`src/design/tsps_regs.svh`:
```
// Constants for the test strap decoder and pin state controller
`ifndef TSPS_REGS_SVH
`define TSPS_REGS_SVH
`define TSPS_PCI_CLK_MHZ      33
`define TSPS_CNT_W            5
`define TSPS_CNT_NAND1        5'h04
`define TSPS_CNT_NAND4        5'h07
`define TSPS_CNT_ALLZ         5'h08
`define TSPS_CNT_RSV_LO       5'h0A
`define TSPS_CNT_RSV_HI       5'h18
`define TSPS_CNT_MAX          5'h19
`endif

```
`src/design/tsps_pkg.sv`:
```
// Types for the test strap decoder and pin state controller
package tsps_pkg;
    // Test mode selected by the strap
    typedef enum logic [2:0] {
        TSPS_MODE_NONE,
        TSPS_MODE_NAND1,
        TSPS_MODE_NAND2,
        TSPS_MODE_NAND3,
        TSPS_MODE_NAND4,
        TSPS_MODE_ALLZ
    } tsps_mode_t;
    // Pin control phase; S4 and S5 share one entry
    typedef enum logic [2:0] {
        TSPS_PH_RESET,
        TSPS_PH_AFTER,
        TSPS_PH_S1,
        TSPS_PH_S3,
        TSPS_PH_S45,
        TSPS_PH_G3
    } tsps_phase_t;
endpackage

```
`src/design/tsps_top.sv`:
```
// Test strap decoder and per power state output pin controller
`timescale 1ns/1ns
`include "tsps_regs.svh"

////////////////////////////////////////////////////////////////////////////
module tsps_top
    import tsps_pkg::*;
#(
    parameter int CNT_W = `TSPS_CNT_W
) (
    // Clock, reset, enable
    input  wire logic              clk_sys,
    input  wire logic              sys_rst,
    input  wire logic              clk_en,
    // Strap and power inputs
    input  wire logic              power_good_in,
    input  wire logic              rtc_well_reset_n,
    input  wire tsps_phase_t       phase_in,
    // Selected test mode
    output tsps_mode_t             test_mode,
    // PCI bus
    output logic [31:0]            pci_ad_o,
    output logic [31:0]            pci_ad_oe,
    output logic [3:0]             pci_cbe_n_o,
    output logic [3:0]             pci_cbe_n_oe,
    output logic                   pci_par_o,
    output logic                   pci_par_oe,
    output logic                   pci_gnt_n_o,
    output logic                   pci_gnt_n_oe,
    output logic                   pci_bus_reset_out_n,
    output logic                   pci_bus_reset_out_oe,
    // LPC
    output logic [3:0]             lpc_ad_o,
    output logic                   lpc_ad_oe,
    output logic                   lpc_frame_n_o,
    output logic                   lpc_frame_n_oe,
    // IDE
    output logic [2:0]             primary_drive_addr,
    output logic                   primary_drive_addr_oe,
    output logic                   primary_chip_select_a_n,
    output logic                   primary_read_strobe_n,
    output logic                   primary_dma_ack_n,
    output logic                   ide_ctl_oe,
    output logic [15:0]            primary_drive_data,
    output logic                   primary_drive_data_oe,
    // Interrupts and USB, enables only
    output logic                   pci_irq_lines_n_oe,
    output logic                   serirq_oe,
    output logic                   apic_serial_data_oe,
    output logic                   usb_port0_plus_oe
);

    ////////////////////////////////////////////////////////////////////////
    // Strap counter and decode
    logic [CNT_W-1:0] cnt_reg;
    logic             rtc_low_q_reg;
    tsps_mode_t       mode_reg;
    logic             locked_reg;
    logic [CNT_W-1:0] cnt_next;
    tsps_mode_t       dec_mode;
    wire              strap_active = power_good_in && !locked_reg;
    wire              rtc_rise     = rtc_low_q_reg && rtc_well_reset_n;

    // Saturate so long holds read as more than 24
    assign cnt_next = (cnt_reg == CNT_W'(`TSPS_CNT_MAX)) ? cnt_reg
                    : cnt_reg + CNT_W'(1);

    // Decode of the finished count
    always_comb begin
        if (cnt_reg >= CNT_W'(`TSPS_CNT_NAND1) &&
            cnt_reg <= CNT_W'(`TSPS_CNT_NAND4)) begin
            dec_mode = tsps_mode_t'(3'(cnt_reg - CNT_W'(3)));
        end else if (cnt_reg == CNT_W'(`TSPS_CNT_ALLZ)) begin
            dec_mode = TSPS_MODE_ALLZ;
        end else begin
            dec_mode = TSPS_MODE_NONE;
        end
    end

    // Counting ends at the first release; later pulses are ignored.
    // Power loss clears only on enabled edges so a low enable freezes all.
    always_ff @(posedge clk_sys) begin
        if (sys_rst || (clk_en && !power_good_in)) begin
            cnt_reg       <= '0;
            rtc_low_q_reg <= 1'b0;
            mode_reg      <= TSPS_MODE_NONE;
            locked_reg    <= 1'b0;
        end else if (clk_en && strap_active) begin
            rtc_low_q_reg <= !rtc_well_reset_n;
            if (!rtc_well_reset_n) begin
                cnt_reg <= cnt_next;
            end
            if (rtc_rise) begin
                mode_reg   <= dec_mode;
                locked_reg <= 1'b1;
            end
        end
    end
    assign test_mode = mode_reg;

    ////////////////////////////////////////////////////////////////////////
    // Pin state decode per phase
    wire core_on = (phase_in == TSPS_PH_RESET) || (phase_in == TSPS_PH_AFTER)
                || (phase_in == TSPS_PH_S1);
    wire in_rst  = (phase_in == TSPS_PH_RESET);
    wire res_on  = (phase_in != TSPS_PH_G3);
    wire all_z   = (mode_reg == TSPS_MODE_ALLZ);
    wire drv     = core_on && !all_z;

    // Registered outputs so each pin leaves a flip-flop
    always_ff @(posedge clk_sys) begin
        if (sys_rst) begin
            pci_ad_o <= '0; pci_ad_oe <= '0;
            pci_cbe_n_o <= '1; pci_cbe_n_oe <= '0;
            pci_par_o <= 1'b0; pci_par_oe <= 1'b0;
            pci_gnt_n_o <= 1'b1; pci_gnt_n_oe <= 1'b0;
            pci_bus_reset_out_n <= 1'b0; pci_bus_reset_out_oe <= 1'b0;
            lpc_ad_o <= '1; lpc_ad_oe <= 1'b0;
            lpc_frame_n_o <= 1'b1; lpc_frame_n_oe <= 1'b0;
            primary_drive_addr <= '0; primary_drive_addr_oe <= 1'b0;
            primary_chip_select_a_n <= 1'b1;
            primary_read_strobe_n <= 1'b1;
            primary_dma_ack_n <= 1'b1;
            ide_ctl_oe <= 1'b0;
            primary_drive_data <= '0; primary_drive_data_oe <= 1'b0;
            pci_irq_lines_n_oe <= 1'b0;
            serirq_oe <= 1'b0;
            apic_serial_data_oe <= 1'b0;
            usb_port0_plus_oe <= 1'b0;
        end else if (clk_en) begin
            pci_ad_o     <= '0;
            pci_ad_oe    <= {32{drv && !in_rst}};
            pci_cbe_n_o  <= '1;
            pci_cbe_n_oe <= {4{drv && !in_rst}};
            pci_par_o    <= 1'b0;
            pci_par_oe   <= drv && !in_rst;
            pci_gnt_n_o  <= 1'b1;
            pci_gnt_n_oe <= drv;
            // Resume plane: driven in every state but G3, and not at all in all-Z mode
            pci_bus_reset_out_n  <= !in_rst && core_on;
            pci_bus_reset_out_oe <= res_on && !all_z;
            lpc_ad_o       <= '1;
            lpc_ad_oe      <= drv;
            lpc_frame_n_o  <= 1'b1;
            lpc_frame_n_oe <= drv;
            // Undefined after reset: driven, held low here
            primary_drive_addr      <= '0;
            primary_drive_addr_oe   <= drv;
            primary_chip_select_a_n <= 1'b1;
            primary_read_strobe_n   <= 1'b1;
            primary_dma_ack_n       <= 1'b1;
            ide_ctl_oe              <= drv;
            primary_drive_data      <= '0;
            primary_drive_data_oe   <= 1'b0;
            pci_irq_lines_n_oe  <= 1'b0;
            serirq_oe           <= 1'b0;
            apic_serial_data_oe <= 1'b0;
            usb_port0_plus_oe   <= 1'b0;
        end
    end

    ////////////////////////////////////////////////////////////////////////
    // Checks
    a_mode_held: assert property (
        @(posedge clk_sys) disable iff (sys_rst)
        locked_reg && power_good_in && $past(power_good_in) && clk_en
        |=> $stable(mode_reg))
        else $error("test mode changed while latched");
    a_mode_clear: assert property (
        @(posedge clk_sys) disable iff (sys_rst)
        clk_en && !power_good_in |=> mode_reg == TSPS_MODE_NONE)
        else $error("test mode kept after power good fell");
    a_nand_decode: assert property (
        @(posedge clk_sys) disable iff (sys_rst)
        clk_en && strap_active && rtc_rise && cnt_reg == 5'h04
        |=> mode_reg == TSPS_MODE_NAND1)
        else $error("count four did not select first chain");
    a_allz_decode: assert property (
        @(posedge clk_sys) disable iff (sys_rst)
        clk_en && strap_active && rtc_rise && cnt_reg == 5'h08
        |=> mode_reg == TSPS_MODE_ALLZ)
        else $error("count eight did not select all-Z");
    // All-Z must silence the resume plane pin as well as the core pins
    a_allz_quiet: assert property (
        @(posedge clk_sys) disable iff (sys_rst)
        clk_en && all_z |=> !pci_bus_reset_out_oe && !lpc_ad_oe
        && !ide_ctl_oe && pci_ad_oe == '0)
        else $error("pin driven in all-Z mode");
    a_count_up: assert property (
        @(posedge clk_sys) disable iff (sys_rst)
        clk_en && strap_active && !rtc_well_reset_n && cnt_reg < 5'h19
        && power_good_in ##1 power_good_in
        |-> cnt_reg == $past(cnt_reg) + 5'h01)
        else $error("low-time count did not advance");
    // A wrap would turn a long hold back into a valid chain count
    a_count_sat: assert property (
        @(posedge clk_sys) disable iff (sys_rst)
        clk_en && strap_active && !rtc_well_reset_n
        && cnt_reg == CNT_W'(`TSPS_CNT_MAX)
        |=> cnt_reg == CNT_W'(`TSPS_CNT_MAX))
        else $error("long strap count wrapped");
    a_core_off: assert property (
        @(posedge clk_sys) disable iff (sys_rst)
        clk_en && !core_on |=> !lpc_ad_oe && !pci_gnt_n_oe && !ide_ctl_oe)
        else $error("core output driven with plane off");
    a_resume_on: assert property (
        @(posedge clk_sys) disable iff (sys_rst)
        clk_en && phase_in == TSPS_PH_S3 && !all_z
        |=> pci_bus_reset_out_oe && !pci_bus_reset_out_n)
        else $error("bus reset out not driven low in S3");
    a_rst_out_low: assert property (
        @(posedge clk_sys) disable iff (sys_rst)
        clk_en && in_rst |=> !pci_bus_reset_out_n)
        else $error("bus reset out high during reset");
    a_cbe_float: assert property (
        @(posedge clk_sys) disable iff (sys_rst)
        clk_en && in_rst |=> pci_cbe_n_oe == 4'h0 && pci_ad_oe == '0)
        else $error("byte enables driven during reset");
    a_irq_usb_z: assert property (
        @(posedge clk_sys) disable iff (sys_rst)
        ##1 !pci_irq_lines_n_oe && !serirq_oe && !usb_port0_plus_oe
        && !apic_serial_data_oe && !primary_drive_data_oe)
        else $error("floating pin driven");
endmodule

```
`config.mk`:
```
export PLATFORM = sky130hd
export DESIGN_NAME = tsps_top
export DESIGN_NICKNAME = d
export VERILOG_FILES = /design/src/design/tsps_pkg.sv /design/src/design/tsps_top.sv
export VERILOG_INCLUDE_DIRS = /design/src /design/src/design
export SDC_FILE = /design/constraint.sdc
export NUM_CORES = 1
export LEC_CHECK = 0
export BUFFER_PORTS_ARGS = -buffer_cell sky130_fd_sc_hd__clkbuf_2
export CORE_UTILIZATION = 30
export DETAILED_ROUTE_END_ITERATION = 8
export PLACE_DENSITY = 0.69
export SLEW_MARGIN = 20
export SYNTH_ARGS = -nofsm -noshare
export SYNTH_HDL_FRONTEND = slang
export SYNTH_SLANG_ARGS = --single-unit
```
`constraint.sdc`:
```
create_clock -name clk_sys -period 2.55 [get_ports clk_sys]
set_clock_uncertainty 0.15 [all_clocks]
set_input_delay 0.1275 -clock clk_sys [delete_from_list [all_inputs] [get_ports clk_sys]]
set_output_delay 0.1275 -clock clk_sys [all_outputs]
set_load 0.05 [all_outputs]
```
==> flow_metrics.tcl, run 1 <==
set metrics [dict create \
    internal-power_uw 398 \
    startpoint_type "flop" \
    critPathCaptureType "output pin" \
    p_switching_uw 457 \
    status "finished clean" \
    port_buffers 54 \
    synth_top_area_cell "buf_4" \
    largest_reg_flops 5 \
    cp_max_fo 23 \
    critPathLaunch "pci_ad_oe[0]" \
    r2r_cells 5 \
    drt_wl_total_um 2160 \
    fin_ws_ns 0.819 \
    slowest_delay_ns 0.58 \
    fp.dieW_um 73.4 \
    required_ns 2.27 \
    syn_area_per_cell_sq_um 8.04 \
    dr.pass1.iters 4 \
    cp_num_buf_inv 2 \
    yosysUniqueCellTypes 25 \
    pre_cts_slack_ns 1.03 \
    cp.depth 2 \
    whs_path_depth 3 \
    slowest_stage "dfxtp_1" \
    synth_ff_type "dfxtp_1" \
    synth_top_area_frac 0.541 \
    min_period_over_period 0.679 \
    antenna_found_initial 0 \
    p_sw_frac 0.535 \
    finalSetupTns_ns 0 \
    syn_inst 190 \
    max_freq_mhz 578 \
    synth_seq_cells 14 \
    cts_tree "done" \
    clockBufferDepth 2 \
    cts_root_buf "clkbuf_8" \
    wl_per_cell_um 7.90 \
    synth_common_cells "buf_4, dfxtp_1, a21oi_1, nand2_1, nor2_1" \
    maxCapViolations 0 \
    r2r_start "cnt_reg[0]" \
    yosys-top-cells-area "buf_4, dfxtp_1, a21oi_1, ha_1, nand2_1" \
    syn_area_sq_mm 0.00153 \
    rsz0062_at_grt "false" \
    grt_pass1_wl_um 2980 \
    yosysWarnings 0 \
    worstPathCellList "buf_4 -> clkbuf_2" \
    grt_pass1_vias 680 \
    io_pins 125 \
    hp-start "phase_in[2]" \
    die_area_sq_mm 0.00538 \
    grt_start_max_net_pins 24 \
    insertedDiodeCount 0 \
    clk_pin_slew_ns 0.06 \
    drtIter0Drc 10 \
    fp-row-count 25 \
    final_nets 218 \
    layoutNonFillerInstCount 273 \
    place_inst 268 \
    viasPerCell 3.51 \
    grtUsageTotal 0.0719 \
    drive_gt1_frac 0.301 \
    seq_area_frac_synth 0.183 \
    start_util 0.317 \
    grt_overflow 0 \
    area_growth_pct -10.4 \
    pwr-share-seq 0.269 \
    htree_num_levels 1 \
    cts.sinks 14 \
    post-route-util 0.284 \
    place_congestion 0.813 \
    p_comb_frac 0.478 \
    routed-via-count 957 \
    drtAntennaViolNets 0 \
    yosysMostFrequentCell "buf_4" \
    async_flop_share 0 \
    place_hpwl_um 1740 \
    min_period_ns 1.73 \
    hold_viol 0 \
    p_leak_nw 0.741 \
    route.detailed.drc 0 \
    slew_viol_final 0 \
    min_path_type "input pin to flop" \
    clock_power_share 0.252 \
    die_h_um 73.4 \
    finalSetupViolCount 0 \
    synth-edff-count 0 \
    insertion_delay_ns 0.24 \
    core-area_sq_mm 0.00482 \
    cp.arrival_ns 1.45 \
    cts-buffers-inserted 3 \
    ir_drop_mv 0.442 \
    crit_type "flop to output pin" \
    cpLargestDelayFamily "buffers and inverters" \
    p_per_area_mw_per_mm2 625 \
]
-- layout make-up --
class                      count  area, sq um
clock buffer                   4         55.1
sequential                    14          280
fill                         527         3450
tap                           67         83.8
multi-input combinational    128          643
inverter                       3         11.3
timing repair buffer          57          295
-- timing repair --
item,4_1_cts,5_1_grt
resized for setup,0,0
buffers inserted,0,0
hold buffers,1,0
endpoints found under the hold margin,5,0
-- layout by cell type, fill, tap and decap left out, types with 3 or more instances in the layout --
cell and n:
clkbuf_8 4, ha_1 3, nor2_1 8, clkbuf_2 54
dfxtp_1 14, nand2_1 10, conb_1 70, nand2b_1 5
a21oi_1 10, nand4b_1 4, xor2_1 3, inv_1 3
-- power groups by stage --
stage	clock network, mW	registers, mW	logic, mW
after floorplan	0	0.249	0.477
after global placement	0	0.235	0.406
after detailed placement	0	0.235	0.407
after CTS	0.224	0.231	0.409
after global routing	0.231	0.231	0.428
final	0.216	0.230	0.409
-- logic make-up (layout without fill, tap and decap cells) --
family / count (synthesis) / in the layout / share of synthesized area
other: 2 / 70 / 0.00492
and+or+nand+nor: 36 / 36 / 0.143
buffers and inverters: 116 / 64 / 0.563
AOI/OAI and AO/OA: 15 / 15 / 0.0590
adders and majority gates: 3 / 3 / 0.0246
DFF: 14 / 14 / 0.183
xor gates and xnor gates: 4 / 4 / 0.0229
-- per-stage QoR --
| stage | hold slack [ns] | instance area [sq um] | power (mW) |
|---|---|---|---|
| 3_3_place_gp | 0.248 | 1300 | 0.641 |
| 2_1_floorplan | 0.0466 | 1780 | 0.726 |
| 6_report | 0.0404 | 1370 | 0.855 |
| 4_1_cts | 0.0336 | 1370 | 0.863 |
| 3_5_place_dp | 0.246 | 1300 | 0.642 |
| 5_1_grt | 0.0680 | 1370 | 0.891 |
-- worst min-delay path: cells and delay by family --
kind / cells / cell delay (ns)
compound gates: 1 / 0.05
buf+inv: 1 / 0.10
simple gates: 1 / 0.10
-- final timing paths --
check                                             to  slack, ns
worst min-delay path                    pci_ad_oe[0]       0.04
worst max register to register          test_mode[2]       1.01
worst min register to register  pci_bus_reset_out_oe       0.32
worst max-delay path                   pci_ad_oe[12]       0.82
-- routing by layer --
layer,global-route usage,vias to the layer above,share of wire
met4,0.0128,0,0.0042
met2,0.139,71,0.53
met1,0.0720,426,0.37
li1,-,458,-
met3,0.0302,2,0.098
met5,0,-,0
Note: power is estimated with default switching activity, not from simulation.
==> run 2, diff against run 1 <==
clock period = 1.7 ns   (was 2.55 ns; I/O delays follow)
==> run 2 against run 1 <==
Effect of this change: non-clock buffer count is the same; clock power grew 53%; critical endpoint is now pci_ad_oe[31]; cell count is the same; register-to-register slack lost 0.83 ns; routed wire length shrank 1.0%; setup slack lost 0.66 ns; cell area grew 0.73%; largest cell class unchanged; first-iteration DRC count shrank 20%.
==> flow_metrics.tcl, run 2 (same netlist as run 1, synthesis figures left out) <==
set metrics [dict create \
    drive_gt1_frac 0.306 \
    antenna_found_initial 0 \
    cts.sinks 14 \
    insertion_delay_ns 0.25 \
    grtUsageTotal 0.0708 \
    p_total_mw 1.29 \
    viasPerCell 3.50 \
    rsz0062_at_grt "false" \
    drtIter0Drc 8 \
    insertedDiodeCount 0 \
    slew_viol_final 0 \
    use_met2 0.127 \
    max-slew-margin-rel 0.640 \
    fillerInstances 519 \
    cpLargestDelayFamily "flip-flops" \
    routed-via-count 955 \
    cts-buffers-inserted 3 \
    grt_overflow 0 \
    die_area_sq_mm 0.00538 \
    fin_ws_ns 0.159 \
    critPathCaptureType "output pin" \
    hold_viol 0 \
    min_path_type "input pin to flop" \
    area_growth_pct -9.75 \
    drtAntennaViolNets 0 \
    io_pins 125 \
    place_congestion 0.784 \
    wl_per_cell_um 7.82 \
    dpl_cell_area_sq_mm 0.00130 \
    cp_max_fo 38 \
    cts_tree "done" \
    final_nets 218 \
    pre_cts_slack_ns 0.187 \
    startpoint_type "flop" \
    die_h_um 73.4 \
    status "finished clean" \
    p_leak_nw 0.742 \
    slowest_stage "dfxtp_2" \
    post-route-util 0.286 \
    drt_wl_total_um 2140 \
    core-area_sq_mm 0.00482 \
    htree_num_levels 1 \
    fp-row-count 25 \
    tightest_slew_ns 0.539 \
    r2r_slack_ns 0.18 \
    crit_type "flop to output pin" \
    largest_reg_flops 5 \
    cp_num_buf_inv 1 \
    min_period_ns 1.54 \
    slowest_delay_ns 0.67 \
    worstPathCellList "clkbuf_2" \
    port_buffers 54 \
    grt_pass1_vias 634 \
    busiest_layer "met2" \
    fp.dieW_um 73.4 \
    route.detailed.drc 0 \
    p_per_area_mw_per_mm2 936 \
    finalSetupViolCount 0 \
    grt_start_max_net_pins 39 \
    required_ns 1.46 \
    grt_pass1_wl_um 2860 \
    min_period_over_period 0.906 \
    grtUsageMet1 0.0754 \
    finalSetupTns_ns 0 \
    mostFrequentLayoutCell "conb_1" \
    maxCapViolations 0 \
    start_util 0.317 \
    clockBufferDepth 2 \
    dr.pass1.iters 6 \
    max_freq_mhz 649 \
    use_met3 0.0316 \
    cp.arrival_ns 1.31 \
    place_hpwl_um 1750 \
    final_cell_mix "conb_1, clkbuf_2, dfxtp_1, nand2_1, a21oi_1" \
    fin_area_sq_mm 0.00138 \
    cts_root_buf "clkbuf_8" \
    ir_drop_mv 0.574 \
    clk_pin_slew_ns 0.06 \
]
## run 2: cell types whose count changed in the layout (fill, tap and decap cells not counted), sizes merged
cell and change:
dlygate4sd3 +1, buf -1
## run 2: cell type report
| class | instances | area [sq um] | area share |
|---|---|---|---|
| Inverter | 3 | 11.3 | 0.00817 |
| Tap cell | 67 | 83.8 | 0.0608 |
| Sequential cell | 14 | 282 | 0.204 |
| Multi-Input combinational cell | 128 | 649 | 0.471 |
| Clock buffer | 4 | 55.1 | 0.0399 |
| Timing Repair Buffer | 57 | 298 | 0.216 |
## run 2: power by group
| part | leakage, nW | total (mW) | switching, mW | internal [mW] |
|---|---|---|---|---|
| registers | 0.114 | 0.351 | 0.0149 | 0.336 |
| logic | 0.599 | 0.610 | 0.554 | 0.0561 |
| clock network | 0.0288 | 0.330 | 0.124 | 0.205 |
## run 2: per-stage QoR
step | instances | hold slack [ns]
2_1_floorplan | 258 | -0.00335
3_3_place_gp | 267 | 0.193
3_5_place_dp | 267 | 0.195
4_1_cts | 273 | 0.0351
5_1_grt | 273 | 0.0458
6_report | 273 | 0.0434
## run 2: path summary, 6_finish.rpt
check                                    startpoint             endpoint  cells past startpoint
worst min register to register  pci_bus_reset_out_n  pci_bus_reset_out_n                      2
worst min-delay path                    phase_in[1]         pci_gnt_n_oe                      4
worst max-delay path                   pci_ad_oe[0]        pci_ad_oe[31]                      1
worst max register to register           cnt_reg[0]         test_mode[0]                      5
## run 2: per-layer routing
| metal | routed length [um] | vias up |
|---|---|---|
| met4 | 9 | 0 |
| li1 | - | 457 |
| met1 | 840 | 433 |
| met3 | 186 | 2 |
| met2 | 1100 | 63 |
| met5 | 0 | - |
## run 2: what timing repair did
item,4_1_cts,5_1_grt
hold endpoints to repair,5,0
endpoints found under the setup margin,0,1
resized for setup,0,1
buffers inserted,0,0
hold buffers,2,0
==> run 3, diff against run 2 <==
--- a/constraint.sdc
+++ b/constraint.sdc
@@ -4,2 +4,2 @@
 set_output_delay 0.085 -clock clk_sys [all_outputs]
-set_load 0.05 [all_outputs]
+set_load 0.02 [all_outputs]
==> run 3 against run 2 <==
Effect of this change: clock-buffer cell count shrank 1; critical endpoint is now test_mode[0]; largest cell class unchanged; worst hold slack lost 0.030 ns; critical path depth grew 4; critical path type is now flop to flop.
==> flow_metrics.tcl, run 3 (same netlist as run 1, synthesis figures left out) <==
set metrics [dict create \
    status "finished clean" \
    startpoint_type "flop" \
    insertion_delay_ns 0.24 \
    antenna_found_initial 0 \
    io_pins 125 \
    fp.dieW_um 73.4 \
    post_cts_buffers 0 \
    post-route-util 0.286 \
    cp_max_fo 5 \
    holdPathEnd "pci_ad_oe[0]" \
    drive_gt1_frac 0.304 \
    fillerInstances 533 \
    finalSetupTns_ns 0 \
    fp-row-count 25 \
    slew_viol_final 0 \
    viasPerCell 3.49 \
    cpLargestDelayFamily "flip-flops" \
    maxCapViolations 0 \
    min_path_type "input pin to flop" \
    grtUsageTotal 0.0731 \
    critPathLaunch "cnt_reg[0]" \
    r2r_start "cnt_reg[0]" \
    dr.pass1.iters 4 \
    finalSetupViolCount 0 \
    grt_pass1_vias 694 \
    min_period_over_period 0.887 \
    cts_root_buf "clkbuf_8" \
    whs_path_depth 3 \
    use_met2 0.144 \
    r2r_cells 5 \
    pwr-share-seq 0.372 \
    final_nets 220 \
    cp_num_buf_inv 1 \
    core-area_sq_mm 0.00482 \
    r2r_slack_ns 0.19 \
    slowest_delay_ns 0.35 \
    grt_overflow 0 \
    hold_viol 0 \
    cp.arrival_ns 1.52 \
    drtIter0Drc 17 \
    routed-via-count 956 \
    clockBufferDepth 2 \
    slowest_stage "dfxtp_1" \
    place_hpwl_um 1820 \
    clock_power_share 0.292 \
    insertedDiodeCount 0 \
    die_area_sq_mm 0.00538 \
    timing.rr.end "test_mode[0]" \
    hp-start "phase_in[2]" \
    cp.depth 5 \
    cts.sinks 14 \
    port_buffers 54 \
    route.detailed.drc 0 \
    wl_per_cell_um 8.08 \
    p_comb_frac 0.336 \
    cts-buffers-inserted 3 \
    worstPathCellList "inv_1 -> ha_1 -> nor4bb_2 -> a21oi_1 -> a211oi_1" \
    rsz0062_at_grt "false" \
    ir_drop_mv 0.372 \
    mostFrequentLayoutCell "conb_1" \
    internal-power_uw 551 \
    htree_num_levels 1 \
    place_congestion 0.848 \
    drtAntennaViolNets 0 \
    die_h_um 73.4 \
    p_sw_frac 0.401 \
    p_per_area_mw_per_mm2 668 \
    use_met3 0.0274 \
    required_ns 1.71 \
    cts_tree "done" \
    grt_pass1_wl_um 3050 \
    largest_reg_flops 5 \
    min_period_ns 1.51 \
    drt_wl_total_um 2210 \
    busiest_layer "met2" \
    max_freq_mhz 663 \
    area_growth_pct -9.75 \
    p_switching_uw 369 \
    final_cell_mix "conb_1, clkbuf_2, dfxtp_1, nand2_1, a21oi_1" \
    clk_pin_slew_ns 0.06 \
    critPathCaptureType "flop" \
    grt_start_max_net_pins 24 \
    start_util 0.317 \
    grtUsageMet1 0.0753 \
    p_leak_nw 0.747 \
    crit_type "flop to flop" \
]
[run 3: changes by cell type in the layout (fill, tap and decap cells not counted)]
cell      previous run  this run
buf_4                1         3
clkbuf_8             4         3
dfxtp_1             13        14
dfxtp_2              1         0
[run 3: how the worst max path moves through the flow]
stage,to,slack (ns)
6_report,test_mode[0],0.19
5_1_grt,test_mode[2],0.03
4_1_cts,test_mode[0],0.17
3_5_place_dp,test_mode[0],0.18
3_3_place_gp,test_mode[0],0.26
2_1_floorplan,pci_ad_oe[0],0.19
[run 3: metal layers]
layer / part of all wire / wire length [um]
met1: 0.37 / 815
met3: 0.081 / 180
met5: 0 / 0
met2: 0.55 / 1220
met4: 0 / 0
[run 3: worst register-to-register path: stages, from the launching register on]
cell and delay (ns):
dfxtp_1 0.35, inv_1 0.12, ha_1 0.16, nor4bb_2 0.34
a21oi_1 0.08, a211oi_1 0.23
[run 3: cell type report]
type	count	area, sq um	share of cell area
multi-input combinational	128	649	0.471
timing repair buffer	59	313	0.227
sequential	14	280	0.203
tap	67	83.8	0.0608
clock buffer	3	41.3	0.0299
inverter	3	11.3	0.00817
[run 3: timing repair]
| action | 4_1_cts | 5_1_grt |
|---|---|---|
| setup endpoints to repair | 0 | 1 |
| hold buffers | 2 | 0 |
| hold endpoints to repair | 5 | 0 |
| resized for setup | 0 | 1 |
[run 3: power by group through the flow]
stage | Combinational [mW] | Clock, mW | Sequential [mW]
3_3_place_gp | 0.302 | 0 | 0.350
6_report | 0.310 | 0.269 | 0.342
5_1_grt | 0.339 | 0.297 | 0.344
3_5_place_dp | 0.305 | 0 | 0.350
4_1_cts | 0.309 | 0.280 | 0.343
2_1_floorplan | 0.411 | 0 | 0.362
[run 3: through the flow]
stage	setup WS [ns]	cells	total power [mW]	cell area, sq um	hold slack (ns)
2_1_floorplan	0.186	258	0.773	1780	0.00407
3_3_place_gp	0.262	269	0.652	1310	0.198
3_5_place_dp	0.179	269	0.655	1310	0.196
4_1_cts	0.168	274	0.931	1370	0.00135
5_1_grt	0.0345	274	0.980	1380	0.0319
6_report	0.192	274	0.920	1380	0.0139
